### src/hpcr_pkg.sv
package hpcr_pkg;

  // =========================================================
  // register select codes (register_select_hi, register_select_lo)
  localparam logic [1:0] HPCR_SEL_CTRL     = 2'h0;

  // =========================================================
  // bit positions inside each byte / core word
  localparam int         HPCR_BIT_BYTE_ORD = 32'h0;
  localparam int         HPCR_BIT_SHARED   = 32'h1;
  localparam int         HPCR_BIT_H2C_IRQ  = 32'h2;
  localparam int         HPCR_BIT_C2H_IRQ  = 32'h3;

  // =========================================================
  // reset values
  localparam logic       HPCR_RST_BYTE_ORD = 1'b0;
  localparam logic       HPCR_RST_SHARED   = 1'b0;
  localparam logic       HPCR_RST_C2H_IRQ  = 1'b0;
  localparam logic       HPCR_SHARED_AFTER = 1'b1;

  // =========================================================
  // host strobe group
  typedef struct packed {
    logic       sel_hi;
    logic       sel_lo;
    logic       wr;
    logic       rd;
    logic [7:0] wdata;
  } hpcr_host_s;

  // core strobe group
  typedef struct packed {
    logic        wr;
    logic        rd;
    logic [15:0] wdata;
  } hpcr_core_s;

endpackage

### src/hpcr_ctrl.sv
`timescale 1ns/1ps

// =========================================================
// Overview of operation
// - byte order one means first byte low
// - shared selector one enables shared access mode
// - shared selector zero in reset, one after
// - only core writes shared selector
// - host-to-core bit write-only, reads zero
// - host writing one raises core interrupt
// - host writing zero there does nothing
// - core writing one sets flag, pin low
// - core sets flag, host clears it
// - flag reads one while pin active low
// - host writing one clears; zero ignored
// - reset clears flag, pin high
// - host sees mirrored bytes, low four bits
// - core sees sixteen bits, low four used
// - both selects low plus two bytes
module hpcr_ctrl (
  input  wire logic              core_clk,
  input  wire logic              rst_b,
  input  wire hpcr_pkg::hpcr_host_s host_req,
  output logic [7:0]             host_rdata,
  input  wire hpcr_pkg::hpcr_core_s core_req,
  output logic [15:0]            core_rdata,
  output logic                   byte_order_sel,
  output logic                   shared_access_mode,
  output logic                   host_to_core_irq,
  output logic                   core_to_host_irq_b
);
  import hpcr_pkg::*;

  logic byte_order_reg;
  logic shared_reg;
  logic c2h_reg;
  logic h2c_pulse_reg;
  logic rst_seen_reg;
  logic host_ctrl_wr;
  logic host_ctrl_rd;
  logic core_c2h_set;
  logic host_c2h_clr;

  // control register selected: both selects low
  // select decode
  assign host_ctrl_wr = host_req.wr && !host_req.sel_hi && !host_req.sel_lo;
  assign host_ctrl_rd = host_req.rd && !host_req.sel_hi && !host_req.sel_lo;

  // =========================================================
  // byte order selector, host-only
  // host-written byte order
  always_ff @(posedge core_clk or negedge rst_b) begin
    if (!rst_b) begin
      byte_order_reg <= HPCR_RST_BYTE_ORD;
    end else if (host_ctrl_wr) begin
      byte_order_reg <= host_req.wdata[HPCR_BIT_BYTE_ORD];
    end
  end

  // =========================================================
  // shared access selector: zero in reset, one after release
  // preset after reset
  always_ff @(posedge core_clk or negedge rst_b) begin
    if (!rst_b) begin
      rst_seen_reg <= 1'b0;
    end else begin
      rst_seen_reg <= 1'b1;
    end
  end

  always_ff @(posedge core_clk or negedge rst_b) begin
    if (!rst_b) begin
      shared_reg <= HPCR_RST_SHARED;
    end else if (!rst_seen_reg) begin
      shared_reg <= HPCR_SHARED_AFTER;
    end else if (core_req.wr) begin
      shared_reg <= core_req.wdata[HPCR_BIT_SHARED];
    end
  end

  // =========================================================
  // host-to-core interrupt pulse
  // one raises core request
  always_ff @(posedge core_clk or negedge rst_b) begin
    if (!rst_b) begin
      h2c_pulse_reg <= 1'b0;
    end else begin
      h2c_pulse_reg <= host_ctrl_wr && host_req.wdata[HPCR_BIT_H2C_IRQ];
    end
  end

  // =========================================================
  // core-to-host flag; set wins over clear
  // core sets flag
  assign core_c2h_set = core_req.wr && core_req.wdata[HPCR_BIT_C2H_IRQ];
  assign host_c2h_clr = host_ctrl_wr && host_req.wdata[HPCR_BIT_C2H_IRQ];

  // set by core, clear by host
  always_ff @(posedge core_clk or negedge rst_b) begin
    if (!rst_b) begin
      c2h_reg <= HPCR_RST_C2H_IRQ;
    end else if (core_c2h_set) begin
      c2h_reg <= 1'b1;
    end else if (host_c2h_clr) begin
      c2h_reg <= 1'b0;
    end
  end

  // =========================================================
  // read data
  // host byte mirrored, low four bits
  // host layout, zero at interrupt request
  always_ff @(posedge core_clk or negedge rst_b) begin
    if (!rst_b) begin
      host_rdata <= 8'h00;
    end else if (host_ctrl_rd) begin
      host_rdata <= {4'h0, c2h_reg, 1'b0, shared_reg, byte_order_reg};
    end
  end

  always_ff @(posedge core_clk or negedge rst_b) begin
    if (!rst_b) begin
      core_rdata <= 16'h0000;
    end else if (core_req.rd) begin
      core_rdata <= {12'h000, c2h_reg, 1'b0, shared_reg, 1'b0};
    end
  end

  // =========================================================
  // outputs
  assign byte_order_sel     = byte_order_reg;
  assign shared_access_mode = shared_reg;
  assign host_to_core_irq   = h2c_pulse_reg;
  assign core_to_host_irq_b = !c2h_reg;

  // =========================================================
  // assertions: reset and shared selector
  // preset after release
  a_shared_preset: assert property (@(posedge core_clk) disable iff (!rst_b)
    !rst_seen_reg |=> shared_reg)
    else $error("shared selector not one after reset");

  a_reset_values: assert property (@(posedge core_clk) disable iff (!rst_b)
    $rose(rst_b)
    |-> (core_to_host_irq_b && !shared_access_mode && !host_to_core_irq
      && host_rdata == 8'h00 && core_rdata == 16'h0000))
    else $error("outputs not at reset values after release");

  a_shared_host_ignored: assert property (@(posedge core_clk) disable iff (!rst_b)
    (rst_seen_reg && !core_req.wr) |=> $stable(shared_reg))
    else $error("shared selector changed without core write");

  a_shared_core_wr: assert property (@(posedge core_clk) disable iff (!rst_b)
    core_req.wr && rst_seen_reg
    |=> shared_access_mode == $past(core_req.wdata[HPCR_BIT_SHARED]))
    else $error("shared selector write lost");

  // =========================================================
  // assertions: byte order and select decode
  // host write only
  a_byte_order_wr: assert property (@(posedge core_clk) disable iff (!rst_b)
    !host_ctrl_wr |=> $stable(byte_order_sel))
    else $error("byte order changed without host write");

  a_bo_host_wr: assert property (@(posedge core_clk) disable iff (!rst_b)
    host_ctrl_wr
    |=> byte_order_sel == $past(host_req.wdata[HPCR_BIT_BYTE_ORD]))
    else $error("byte order write lost");

  a_bo_core_ignored: assert property (@(posedge core_clk) disable iff (!rst_b)
    core_req.wr && !host_ctrl_wr
    |=> $stable(byte_order_sel))
    else $error("byte order changed by core write");

  a_select_decode: assert property (@(posedge core_clk) disable iff (!rst_b)
    host_req.wr && (host_req.sel_hi || host_req.sel_lo)
    |=> ($stable(byte_order_sel) && !host_to_core_irq))
    else $error("write with other select acted on control");

  // =========================================================
  // assertions: interrupts
  // one raises request
  a_h2c_pulse: assert property (@(posedge core_clk) disable iff (!rst_b)
    (host_ctrl_wr && host_req.wdata[HPCR_BIT_H2C_IRQ]) |=> host_to_core_irq)
    else $error("host-to-core request missing");

  a_h2c_zero: assert property (@(posedge core_clk) disable iff (!rst_b)
    !(host_ctrl_wr && host_req.wdata[HPCR_BIT_H2C_IRQ]) |=> !host_to_core_irq)
    else $error("spurious host-to-core request");

  a_c2h_set: assert property (@(posedge core_clk) disable iff (!rst_b)
    core_c2h_set |=> !core_to_host_irq_b)
    else $error("interrupt pin not low after core set");

  a_c2h_clear: assert property (@(posedge core_clk) disable iff (!rst_b)
    (host_c2h_clr && !core_c2h_set) |=> core_to_host_irq_b)
    else $error("interrupt pin not released after host clear");

  a_c2h_hold: assert property (@(posedge core_clk) disable iff (!rst_b)
    (!core_c2h_set && !host_c2h_clr) |=> $stable(core_to_host_irq_b))
    else $error("flag changed without cause");

  a_c2h_no_set: assert property (@(posedge core_clk) disable iff (!rst_b)
    !core_c2h_set
    |=> !$fell(core_to_host_irq_b))
    else $error("flag set without core write");

  a_c2h_no_clear: assert property (@(posedge core_clk) disable iff (!rst_b)
    !host_c2h_clr
    |=> !$rose(core_to_host_irq_b))
    else $error("flag cleared without host write");

  a_c2h_zero_ignored: assert property (@(posedge core_clk) disable iff (!rst_b)
    host_ctrl_wr && !host_req.wdata[HPCR_BIT_C2H_IRQ] && !core_c2h_set
    |=> $stable(core_to_host_irq_b))
    else $error("host zero write changed flag");

  // =========================================================
  // assertions: read data
  // host byte layout
  a_host_layout: assert property (@(posedge core_clk) disable iff (!rst_b)
    host_ctrl_rd |=> (host_rdata[2] == 1'b0 && host_rdata[3] == !$past(core_to_host_irq_b)
      && host_rdata[0] == $past(byte_order_reg)))
    else $error("host read layout wrong");

  a_host_h2c_zero: assert property (@(posedge core_clk) disable iff (!rst_b)
    host_ctrl_rd
    |=> !host_rdata[HPCR_BIT_H2C_IRQ])
    else $error("host read of request bit not zero");

  a_host_c2h_read: assert property (@(posedge core_clk) disable iff (!rst_b)
    host_ctrl_rd
    |=> host_rdata[HPCR_BIT_C2H_IRQ] == !$past(core_to_host_irq_b))
    else $error("host read of flag wrong");

  a_host_upper_zero: assert property (@(posedge core_clk) disable iff (!rst_b)
    host_ctrl_rd
    |=> host_rdata[7:4] == 4'h0)
    else $error("host read upper bits not zero");

  a_host_shared_read: assert property (@(posedge core_clk) disable iff (!rst_b)
    host_ctrl_rd
    |=> host_rdata[HPCR_BIT_SHARED] == $past(shared_access_mode))
    else $error("host read of shared selector wrong");

  a_host_rd_hold: assert property (@(posedge core_clk) disable iff (!rst_b)
    !host_ctrl_rd
    |=> $stable(host_rdata))
    else $error("host read data changed without read");

  a_core_layout: assert property (@(posedge core_clk) disable iff (!rst_b)
    core_req.rd |=> (core_rdata[15:4] == 12'h000 && core_rdata[1] == $past(shared_reg)))
    else $error("core read layout wrong");

  a_core_h2c_zero: assert property (@(posedge core_clk) disable iff (!rst_b)
    core_req.rd
    |=> !core_rdata[HPCR_BIT_H2C_IRQ])
    else $error("core read of request bit not zero");

  a_core_bo_zero: assert property (@(posedge core_clk) disable iff (!rst_b)
    core_req.rd
    |=> !core_rdata[HPCR_BIT_BYTE_ORD])
    else $error("core read shows byte order");

  a_core_c2h_read: assert property (@(posedge core_clk) disable iff (!rst_b)
    core_req.rd
    |=> core_rdata[HPCR_BIT_C2H_IRQ] == !$past(core_to_host_irq_b))
    else $error("core read of flag wrong");

  a_core_rd_hold: assert property (@(posedge core_clk) disable iff (!rst_b)
    !core_req.rd
    |=> $stable(core_rdata))
    else $error("core read data changed without read");

endmodule

### config.mk
export PLATFORM = sky130hd
export DESIGN_NAME = hpcr_ctrl
export DESIGN_NICKNAME = d
export VERILOG_FILES = /design/src/hpcr_pkg.sv /design/src/hpcr_ctrl.sv
export SDC_FILE = /design/constraint.sdc
export NUM_CORES = 1
export LEC_CHECK = 0
export BUFFER_PORTS_ARGS = -buffer_cell sky130_fd_sc_hd__clkbuf_2
export CAP_MARGIN = 25
export CORE_MARGIN = 5
export CORE_UTILIZATION = 30
export CTS_CLUSTER_SIZE = 16
export DETAILED_ROUTE_END_ITERATION = 8
export PLACE_DENSITY = 0.81
export SLEW_MARGIN = 15
export SYNTH_ARGS = -nofsm -noshare
export SYNTH_HDL_FRONTEND = slang
export SYNTH_SLANG_ARGS = --single-unit
### constraint.sdc
create_clock -name core_clk -period 1.35 [get_ports core_clk]
set_clock_uncertainty 0.2 [all_clocks]
set_input_delay 0.27 -clock core_clk [delete_from_list [all_inputs] [get_ports core_clk]]
set_output_delay 0.27 -clock core_clk [all_outputs]
set_load 0.05 [all_outputs]
After elaboration in Yosys (flattened, before gate mapping):

Index checks and enable logic that the tools add are counted.

* reduce and logical (&&, ||, !) cells: 11
* equality and inequality tests: 1
* mux-type cells: 4

Operators by type and width (count)
* $logic_and A1 B1 Y1: 7
* $mux W1: 4
* $logic_not A1 Y1: 3
* $ne A2 B2 Y1 const B: 1
* $reduce_bool A2 Y1: 1

* register bits: 10
* bits of input ports: 32
* word-level logic and storage cells: 23
* output and inout bits: 28

Longest topological paths before layout:

Gate-level depths: netlist of the first run.

* depth after elaboration: 6
* depth in mapped cells: 2
* gate-level depth less buffers: 2

Least setup slack after synthesis of the first run:

OpenSTA, ideal clock, no wires.

* path type: register to register
* start point: register shared_reg, in the netlist shared_access_mode
* end point: register host_rdata[1]
* library setup time: 0.125 ns
* cell stages (with the launch flop): 2
* setup slack: 0.140 ns
* required time: 1.025 ns
* clock period less this slack: 1.210 ns
* buffers on the path: 0
* arrival: 0.886 ns
* path through: dfrtp_1 mux2_2

RTL lines
* start, declared: RTL line hpcr_ctrl.sv:35 `logic shared_reg;`
* start signal, assigned: RTL line hpcr_ctrl.sv:77 `shared_reg <= core_req.wdata[HPCR_BIT_SHARED];`
* end signal, assigned: RTL line hpcr_ctrl.sv:117 `host_rdata <= {4'h0, c2h_reg, 1'b0, shared_reg, byte_order_reg};`
* end, declared: RTL line hpcr_ctrl.sv:24 `output logic [7:0] host_rdata,`

No word-level cell between the ends.

Final worst setup path of the first run:

* start point: register c2h_reg
* end point: output port core_to_host_irq_b

* longest elaborated chain between the ends: 1

Ends and longest elaborated chain
* start, declared: RTL line hpcr_ctrl.sv:36 `logic c2h_reg;`
* start signal, assigned: RTL line hpcr_ctrl.sv:101 `c2h_reg <= HPCR_RST_C2H_IRQ;`
* start signal, assigned: RTL line hpcr_ctrl.sv:103 `c2h_reg <= 1'b1;`
* start signal, assigned: RTL line hpcr_ctrl.sv:105 `c2h_reg <= 1'b0;`
* $logic_not A1 Y1: RTL line hpcr_ctrl.sv:134 `assign core_to_host_irq_b = !c2h_reg;`
* end, declared: RTL line hpcr_ctrl.sv:30 `output logic core_to_host_irq_b`

Every way passes these cells.

==> impl_metrics.env, run 1 <==
export IMPL_status="completed"
export IMPL_r2r_slack_ns=0.26
export IMPL_worstSetupStartpointType="flop"
export IMPL_ys_types=12
export IMPL_crit_path_max_fanout=2
export IMPL_place_hpwl_microns=799
export IMPL_port_buffers=21
export IMPL_hold_viol=0
export IMPL_synthSimpleGateAreaFrac_pct=9.49
export IMPL_dr_pass1_iters=3
export IMPL_intPower_mw=0.527
export IMPL_synth_edf_count=0
export IMPL_rows=15
export IMPL_cts_sinks=10
export IMPL_gp_congestion=0.672
export IMPL_crit_type="reg2out"
export IMPL_top_register="host_rdata"
export IMPL_largest_register_ffs=3
export IMPL_critPathBufInv=2
export IMPL_postSynthAreaPerCell_sq_um=11.8
export IMPL_endpoint_kind="primary output"
export IMPL_synth_top_family_by_area="buffers and inverters"
export IMPL_synth_area_sq_um=541
export IMPL_yosysMostFrequentCell="buf_4"
export IMPL_power_switching_mw=0.374
export IMPL_grt_util_met1_pct=6.63
export IMPL_top_regs="host_rdata: 3 flops, core_rdata: 2 flops"
export IMPL_area_growth_synth_to_final_pct=29.9
export IMPL_drive_gt1_share_pct=49.3
export IMPL_grt_usage_pct=7.06
export IMPL_ir_worst_vdd_v=0.000353
export IMPL_ant_nets=0
export IMPL_synth_async_reset_ratio_pct=100
export IMPL_grt_util_met3_pct=3.42
export IMPL_coreArea_sq_um=1730
export IMPL_drt_iter0_markers=2
export IMPL_via_per_inst=3.57
export IMPL_ys_ff_latch=10
export IMPL_synth_xor_area_share_pct=0
export IMPL_synth_area_leaders="dfrtp_1, buf_4, mux2_2"
export IMPL_drv_cap=0
export IMPL_routed_wl_microns=928
export IMPL_worst_hold_slack_ns=0.0203
export IMPL_path_cells="inv_2, clkbuf_16"
export IMPL_design_area_sq_um=702
export IMPL_pwr_share_comb_pct=40.2
export IMPL_clock_tree_buffer_depth=2
export IMPL_grt_start_max_net_pins=11
export IMPL_max_stage_delay_ns=0.39
export IMPL_initial_core_util_pct=31.3
export IMPL_first_global_vias=329
export IMPL_final_nets=107
export IMPL_fillers=186
export IMPL_grt_overflow=0
export IMPL_slew_viol_final=0
export IMPL_synth_mux_area_share_pct=14.4
export IMPL_routedWlPerCell_microns=9.47
export IMPL_ys_warn_count=0
export IMPL_post_route_period_util_pct=99.7
export IMPL_synth_compound_area_share_pct=1.39
export IMPL_die_area_sq_um=2750
export IMPL_vias=350
export IMPL_cp_top_family="flip-flops"
export IMPL_place_area_sq_um=609
export IMPL_use_met2_pct=11.8
export IMPL_numCtsBuffers=3
export IMPL_ys_top_cells_by_count="buf_4, dfrtp_1, mux2_2"
export IMPL_htreeDepth=1
export IMPL_p_clk_share_pct=20.9
export IMPL_num_io_pins=60
export IMPL_fmax_mhz=743
export IMPL_synth_seq_area_share_pct=46.3
export IMPL_antenna_found_initial=0
export IMPL_critPathSlowestCell="dfrtp_1"
export IMPL_p_sw_share_pct=41.5
export IMPL_p_per_area_nw_per_um2=1280
export IMPL_drc=0
export IMPL_hold_path_class="in2reg"
export IMPL_synth_ff_type="dfrtp_1"
export IMPL_p_seq_share_pct=38.9
export IMPL_yosysTopAreaCell="dfrtp_1"
export IMPL_cellLeakagePower_nw=0.355
export IMPL_synth_top_cell_area_share_pct=46.3
export IMPL_cp_required_ns=0.88
export IMPL_synthCells=46
export IMPL_clkLatencyLatePin_ns=0.25
export IMPL_clk_pin_slew_ns=0.06
export IMPL_yosys_area_share_adder_pct=0
export IMPL_n_antenna_cell=0
export IMPL_die_width_microns=52.4
export IMPL_grt_pass1_wl_mm=1.31
export IMPL_grt_busiest_layer="met2"
export IMPL_cts_tree="yes"
export IMPL_fin_crit_ns=1.35
export IMPL_rsz0062_at_grt="true"
export IMPL_finalSetupViolCount=0
export IMPL_root_buffer="clkbuf_4"
export IMPL_die_y_microns=52.4
export IMPL_arrival_ns=0.88
-- placed cells by master (no fill, tap or decap) --
cell / n
dlygate4sd3_1: 1
buf_2: 1
nor3b_2: 1
nor3b_4: 1
nand2_1: 2
buf_8: 1
mux2i_1: 1
nand2b_1: 1
buf_4: 6
o211ai_1: 1
dfrtp_1: 10
mux2_2: 6
and2_1: 1
clkbuf_2: 12
conb_1: 20
inv_2: 1
clkbuf_16: 1
clkbuf_4: 6
-- kinds of logic after synthesis --
| group | count (synthesis) |
|---|---|
| DFF | 10 |
| buffers and inverters | 20 |
| and+or+nand+nor | 6 |
| muxes | 7 |
| other | 2 |
| AOI/OAI and AO/OA | 1 |
-- power by group through the flow --
stage	combinational (mW)	sequential (mW)	clock [mW]
2_1_floorplan	0.201	0.462	0
3_3_place_gp	0.330	0.354	0
3_5_place_dp	0.332	0.356	0
4_1_cts	0.359	0.351	0.200
5_1_grt	0.379	0.355	0.217
6_report	0.362	0.351	0.188
-- worst paths after layout --
path,startpoint,end,cells past startpoint
worst max-delay path,c2h_reg$_DFFE_PN0P_,core_to_host_irq_b,2
worst min-delay path,host_req[2],host_to_core_irq$_DFF_PN0_,2
worst max register to register,c2h_reg$_DFFE_PN0P_,core_rdata[3]$_DFFE_PN0P_,2
worst min register to register,rst_seen_reg$_DFF_PN0_,shared_access_mode$_DFFE_PN0P_,1
max in group asynchronous,rst_b,core_rdata[1]$_DFFE_PN0P_,2
min in group asynchronous,rst_b,host_rdata[3]$_DFFE_PN0P_,2
-- repair_timing --
action | 4_1_cts | 5_1_grt
hold buffers | 1 | 0
endpoints found under the hold margin | 10 | 0
pin swaps | 0 | 0
buffers inserted | 1 | 1
gates resized for setup | 11 | 7
endpoints found under the setup margin | 7 | 6
-- layer usage --
layer  wire (microns)  vias up
met5                0        -
met4               17        0
met3              139        2
met2              510       23
met1              261      164
li1                 -      161
-- cell type report --
type	instances	area, sq um	area share [%]
inverter	1	3.75	0.535
multi-input combinational	34	211	30.1
tap	25	31.3	4.46
timing repair buffer	25	183	26.0
clock buffer	3	22.5	3.21
sequential	10	250	35.7
-- through the flow --
| step | setup TNS [ns] | cells | power, mW | setup slack [ns] | utilization (%) |
|---|---|---|---|---|---|
| 3_5_place_dp | -0.00377 | 92 | 0.689 | -0.00168 | 35.3 |
| 3_3_place_gp | 0 | 92 | 0.684 | 0.00854 | 35.3 |
| 2_1_floorplan | 0 | 64 | 0.662 | 0.140 | - |
| 6_report | 0 | 98 | 0.901 | 0.00369 | 40.7 |
| 4_1_cts | -0.00722 | 97 | 0.910 | -0.00722 | 40.0 |
| 5_1_grt | -0.0471 | 98 | 0.951 | -0.0471 | 40.7 |
Power figures use the tool's default switching activity.
==> run 2, diff against run 1 <==
--- a/config.mk
+++ b/config.mk
@@ -8,10 +8,10 @@
 export BUFFER_PORTS_ARGS = -buffer_cell sky130_fd_sc_hd__clkbuf_2
 export CAP_MARGIN = 25
 export CORE_MARGIN = 5
-export CORE_UTILIZATION = 30
+export CORE_UTILIZATION = 29
 export CTS_CLUSTER_SIZE = 16
 export DETAILED_ROUTE_END_ITERATION = 8
-export PLACE_DENSITY = 0.81
+export PLACE_DENSITY = 0.82
 export SLEW_MARGIN = 15
 export SYNTH_ARGS = -nofsm -noshare
 export SYNTH_HDL_FRONTEND = slang
==> constraint.sdc (replaced) <==
create_clock -name core_clk -period 1.15 [get_ports core_clk]
set_clock_uncertainty 0.2 [all_clocks]
set_input_delay 0.23 -clock core_clk [delete_from_list [all_inputs] [get_ports core_clk]]
set_output_delay 0.23 -clock core_clk [all_outputs]
set_load 0.05 [all_outputs]
==> impl_metrics.env, run 2 (synthesized netlist as in run 1, its figures left out) <==
export IMPL_fmax_mhz=731
export IMPL_critPathBufInv=2
export IMPL_top_regs="host_rdata: 3 flops, core_rdata: 2 flops"
export IMPL_fillers=166
export IMPL_numCtsBuffers=3
export IMPL_p_sw_share_pct=39.8
export IMPL_n_antenna_cell=0
export IMPL_critPathSlowestCell="dfrtp_1"
export IMPL_top_register="host_rdata"
export IMPL_gp_congestion=0.632
export IMPL_intPower_mw=0.691
export IMPL_initial_core_util_pct=31.0
export IMPL_seq_area_sq_um=258
export IMPL_die_area_sq_um=2830
export IMPL_reg2reg_from="c2h_reg$_DFFE_PN0P_"
export IMPL_power_switching_mw=0.456
export IMPL_tns_ns=-1.04
export IMPL_drive_gt1_share_pct=57.7
export IMPL_clock_tree_buffer_depth=2
export IMPL_power_total_mw=1.15
export IMPL_die_width_microns=53.2
export IMPL_port_buffers=21
export IMPL_violations="setup timing"
export IMPL_area_growth_synth_to_final_pct=52.1
export IMPL_finalSetupViolCount=10
export IMPL_final_nets=112
export IMPL_rows=15
export IMPL_post_route_util_pct=47.1
export IMPL_grt_overflow=0
export IMPL_cp_required_ns=0.72
export IMPL_ant_nets=0
export IMPL_ir_worst_vdd_v=0.000520
export IMPL_hold_viol=0
export IMPL_die_y_microns=53.2
export IMPL_htreeDepth=1
export IMPL_vias=377
export IMPL_routed_wl_mm=1.05
export IMPL_clk_pin_slew_ns=0.06
export IMPL_slew_viol_final=0
export IMPL_rsz0062_at_grt="true"
export IMPL_hold_end="byte_order_sel$_DFFE_PN0N_"
export IMPL_endpoint_kind="primary output"
export IMPL_clkLatencyLatePin_ns=0.25
export IMPL_r2r_slack_ns=-0.07
export IMPL_layout_common_cells="conb_1, clkbuf_2, buf_8"
export IMPL_max_stage_delay_ns=0.39
export IMPL_via_per_inst=3.66
export IMPL_num_io_pins=60
export IMPL_root_buffer="clkbuf_4"
export IMPL_crit_type="reg2out"
export IMPL_cts_tree="yes"
export IMPL_arrival_ns=0.94
export IMPL_worstSetupStartpointType="flop"
export IMPL_fin_crit_ns=1.37
export IMPL_drv_cap=0
export IMPL_p_clk_share_pct=19.0
export IMPL_path_cells="clkinvlp_4, buf_12"
export IMPL_crit_path_max_fanout=2
export IMPL_grt_usage_pct=7.91
export IMPL_pwr_share_comb_pct=43.4
export IMPL_design_area_sq_um=822
export IMPL_status="complete, but fails checks"
export IMPL_fin_ws_ns=-0.218
export IMPL_drt_iter0_markers=0
export IMPL_first_global_vias=368
export IMPL_hold_depth=2
export IMPL_hold_path_class="in2reg"
export IMPL_cellLeakagePower_nw=0.391
export IMPL_grt_pass1_wl_mm=1.52
export IMPL_cts_sinks=10
export IMPL_antenna_found_initial=0
export IMPL_drc=0
export IMPL_place_area_sq_um=636
export IMPL_grt_start_max_net_pins=11
export IMPL_multi_input_area_sq_um=211
export IMPL_coreArea_sq_um=1750
export IMPL_post_route_period_util_pct=119
export IMPL_cp_top_family="flip-flops"
export IMPL_largest_register_ffs=3
export IMPL_hp_start="host_req[0]"
export IMPL_worstReg2RegEnd="c2h_reg$_DFFE_PN0P_"
export IMPL_dr_pass1_iters=1
export IMPL_final_common_cell="conb_1"
export IMPL_p_per_area_nw_per_um2=1400
export IMPL_critPathLaunch="c2h_reg$_DFFE_PN0P_"
export IMPL_routedWlPerCell_microns=10.2
export IMPL_p_seq_share_pct=37.5
export IMPL_worstRegToRegCells=4
## run 2: layer usage
layer,part of all wire (%),track usage [%],vias up,wire length [microns]
met2,56,14.7,23,587
met5,0,0,-,0
met1,28,6.22,178,300
met3,16,4.23,0,166
li1,-,-,176,-
met4,0,5.11,0,0
## run 2: repair_timing
item	in CTS	in global routing
setup buffers	3	3
gates resized for setup	17	8
hold endpoints to repair	12	0
hold buffers	3	0
setup endpoints to repair	9	11
pin swaps	0	2
## run 2: how the worst max path moves through the flow
stage / depth (start not counted) / end / slack (ns)
2_1_floorplan: 1 / host_rdata[1]$_DFFE_PN0P_ / -0.04
3_3_place_gp: 3 / host_rdata[0]$_DFFE_PN0P_ / -0.14
3_5_place_dp: 3 / host_rdata[3]$_DFFE_PN0P_ / -0.15
4_1_cts: 2 / core_to_host_irq_b / -0.23
5_1_grt: 2 / core_to_host_irq_b / -0.26
6_report: 2 / core_to_host_irq_b / -0.22
## run 2: cell type report
| cell class | count | share of cell area, % |
|---|---|---|
| clock buffer | 3 | 2.74 |
| inverter | 1 | 0.913 |
| multi-input combinational | 34 | 25.7 |
| sequential | 10 | 31.4 |
| tap | 25 | 3.81 |
| timing repair buffer | 30 | 35.5 |
## run 2: power by group through the flow
stage	clock network [mW]	logic, mW	registers, mW
2_1_floorplan	0	0.236	0.549
3_3_place_gp	0	0.393	0.422
3_5_place_dp	0	0.397	0.424
4_1_cts	0.235	0.474	0.422
5_1_grt	0.248	0.518	0.436
6_report	0.218	0.499	0.431
## run 2: per-stage QoR
| step | hold WS, ns | std cells | setup slack, ns |
|---|---|---|---|
| floorplan | -0.266 | 64 | -0.0381 |
| global placement | -0.101 | 92 | -0.143 |
| detailed placement | -0.0923 | 92 | -0.146 |
| CTS | 0.00147 | 101 | -0.228 |
| global route | 0.0109 | 103 | -0.259 |
| finish | 0.0103 | 103 | -0.218 |
## run 2: worst register-to-register path, delay by kind of cell, from the launching register on
family	cells	cell delay [ns]
compound gates	1	0.16
flops	1	0.39
buf+inv	3	0.38
==> run 3, diff against run 2 <==
--- a/config.mk
+++ b/config.mk
@@ -8,10 +8,11 @@
 export BUFFER_PORTS_ARGS = -buffer_cell sky130_fd_sc_hd__clkbuf_2
 export CAP_MARGIN = 25
 export CORE_MARGIN = 5
-export CORE_UTILIZATION = 29
+export CORE_UTILIZATION = 30
+export CTS_BUF_LIST = sky130_fd_sc_hd__clkbuf_8
 export CTS_CLUSTER_SIZE = 16
 export DETAILED_ROUTE_END_ITERATION = 8
-export PLACE_DENSITY = 0.82
+export PLACE_DENSITY = 0.84
 export SLEW_MARGIN = 15
 export SYNTH_ARGS = -nofsm -noshare
 export SYNTH_HDL_FRONTEND = slang
==> impl_metrics.env, run 3 (synthesized netlist as in run 1, its figures left out) <==
export IMPL_initial_core_util_pct=31.3
export IMPL_final_nets=113
export IMPL_clock_tree_buffer_depth=2
export IMPL_final_cells=105
export IMPL_fin_crit_ns=1.34
export IMPL_ir_worst_vdd_v=0.000871
export IMPL_cts_sinks=10
export IMPL_arrival_ns=0.91
export IMPL_first_global_vias=383
export IMPL_fmax_mhz=749
export IMPL_grt_overflow=0
export IMPL_hold_path_class="in2reg"
export IMPL_rows=15
export IMPL_grt_start_max_net_pins=11
export IMPL_pwr_share_comb_pct=37.5
export IMPL_num_io_pins=60
export IMPL_area_growth_synth_to_final_pct=60.4
export IMPL_grt_usage_pct=8.78
export IMPL_htreeDepth=1
export IMPL_gp_congestion=0.669
export IMPL_layout_common_cells="conb_1, clkbuf_2, buf_4"
export IMPL_place_ws_ns=-0.158
export IMPL_drc=0
export IMPL_violations="setup timing"
export IMPL_p_seq_share_pct=31.5
export IMPL_finalSetupViolCount=10
export IMPL_clkLatencyLatePin_ns=0.23
export IMPL_status="complete, but fails checks"
export IMPL_seq_area_sq_um=258
export IMPL_worstSetupStartpointType="flop"
export IMPL_p_clk_share_pct=31.1
export IMPL_place_area_sq_um=636
export IMPL_routed_wl_mm=1.13
export IMPL_crit_path_max_fanout=2
export IMPL_intPower_mw=0.890
export IMPL_power_switching_mw=0.490
export IMPL_hold_viol=0
export IMPL_cellLeakagePower_nw=0.416
export IMPL_final_common_cell="conb_1"
export IMPL_antenna_found_initial=0
export IMPL_post_route_period_util_pct=116
export IMPL_place_hpwl_microns=872
export IMPL_fin_ws_ns=-0.185
export IMPL_design_area_sq_um=867
export IMPL_vias=377
export IMPL_cts_tree="yes"
export IMPL_via_per_inst=3.59
export IMPL_crit_type="reg2out"
export IMPL_endpoint_kind="primary output"
export IMPL_drt_iter0_markers=2
export IMPL_top_regs="host_rdata: 3 flops, core_rdata: 2 flops"
export IMPL_p_sw_share_pct=35.5
export IMPL_grt_pass1_wl_mm=1.68
export IMPL_rsz0062_at_grt="true"
export IMPL_largest_register_ffs=3
export IMPL_die_area_sq_um=2750
export IMPL_n_antenna_cell=0
export IMPL_numCtsBuffers=3
export IMPL_multi_input_area_sq_um=211
export IMPL_slew_viol_final=0
export IMPL_p_per_area_nw_per_um2=1590
export IMPL_root_buffer="clkbuf_8"
export IMPL_drive_gt1_share_pct=60.0
export IMPL_clk_pin_slew_ns=0.05
export IMPL_dr_pass1_iters=2
export IMPL_fillers=161
export IMPL_top_register="host_rdata"
export IMPL_cp_required_ns=0.72
export IMPL_routedWlPerCell_microns=10.7
export IMPL_place_inst=92
export IMPL_worst_hold_slack_ns=0.0301
export IMPL_die_y_microns=52.4
export IMPL_port_buffers=21
export IMPL_coreArea_sq_um=1730
export IMPL_post_route_util_pct=50.2
export IMPL_drv_cap=0
export IMPL_ant_nets=0
export IMPL_die_width_microns=52.4
run 3: per-layer routing:
layer	up-vias	global-route usage, %	wire (microns)
met5	-	0	0
met1	174	8.03	365
li1	178	-	-
met3	2	3.13	135
met2	23	16.3	611
met4	0	5.11	14
run 3: worst max-delay path: stages, from the launching register on:
cell        delay [ns]
dfrtp_1           0.39
clkinvlp_4        0.13
buf_12            0.15
run 3: worst paths after layout:
kind                                                        to  slack (ns)              startpoint  cells past startpoint
worst max-delay path                        core_to_host_irq_b       -0.19     c2h_reg$_DFFE_PN0P_                      2
worst min-delay path                byte_order_sel$_DFFE_PN0N_        0.03             host_req[0]                      2
worst max register to register             c2h_reg$_DFFE_PN0P_       -0.06     c2h_reg$_DFFE_PN0P_                      4
worst min register to register  shared_access_mode$_DFFE_PN0P_        0.22  rst_seen_reg$_DFF_PN0_                      1
max in group asynchronous            host_rdata[3]$_DFFE_PN0P_        0.34                   rst_b                      2
min in group asynchronous            host_rdata[0]$_DFFE_PN0P_        0.20                   rst_b                      2
run 3: cell type report:
| cell class | instances | share of cell area (%) |
|---|---|---|
| multi-input combinational | 34 | 24.4 |
| timing repair buffer | 31 | 35.1 |
| clock buffer | 4 | 6.35 |
| sequential | 10 | 29.7 |
| inverter | 1 | 0.866 |
| tap | 25 | 3.61 |
run 3: power groups by stage:
stage / Clock [mW] / Sequential, mW / Combinational [mW]
floorplan: 0 / 0.549 / 0.236
global placement: 0 / 0.422 / 0.394
detailed placement: 0 / 0.427 / 0.396
CTS: 0.443 / 0.427 / 0.495
global route: 0.461 / 0.440 / 0.540
finish: 0.429 / 0.434 / 0.517
run 3: timing repair:
action                     4_1_cts  5_1_grt
setup endpoints to repair        9       11
hold buffers                     2        0
resized for setup               18        7
hold endpoints to repair        11        0
setup buffers                    4        3
run 3: metrics by stage:
step / total power [mW] / TNS, ns
3_3_place_gp: 0.816 / -0.526
6_report: 1.38 / -0.882
2_1_floorplan: 0.785 / -0.0573
3_5_place_dp: 0.823 / -0.561
5_1_grt: 1.44 / -1.16
4_1_cts: 1.37 / -0.940
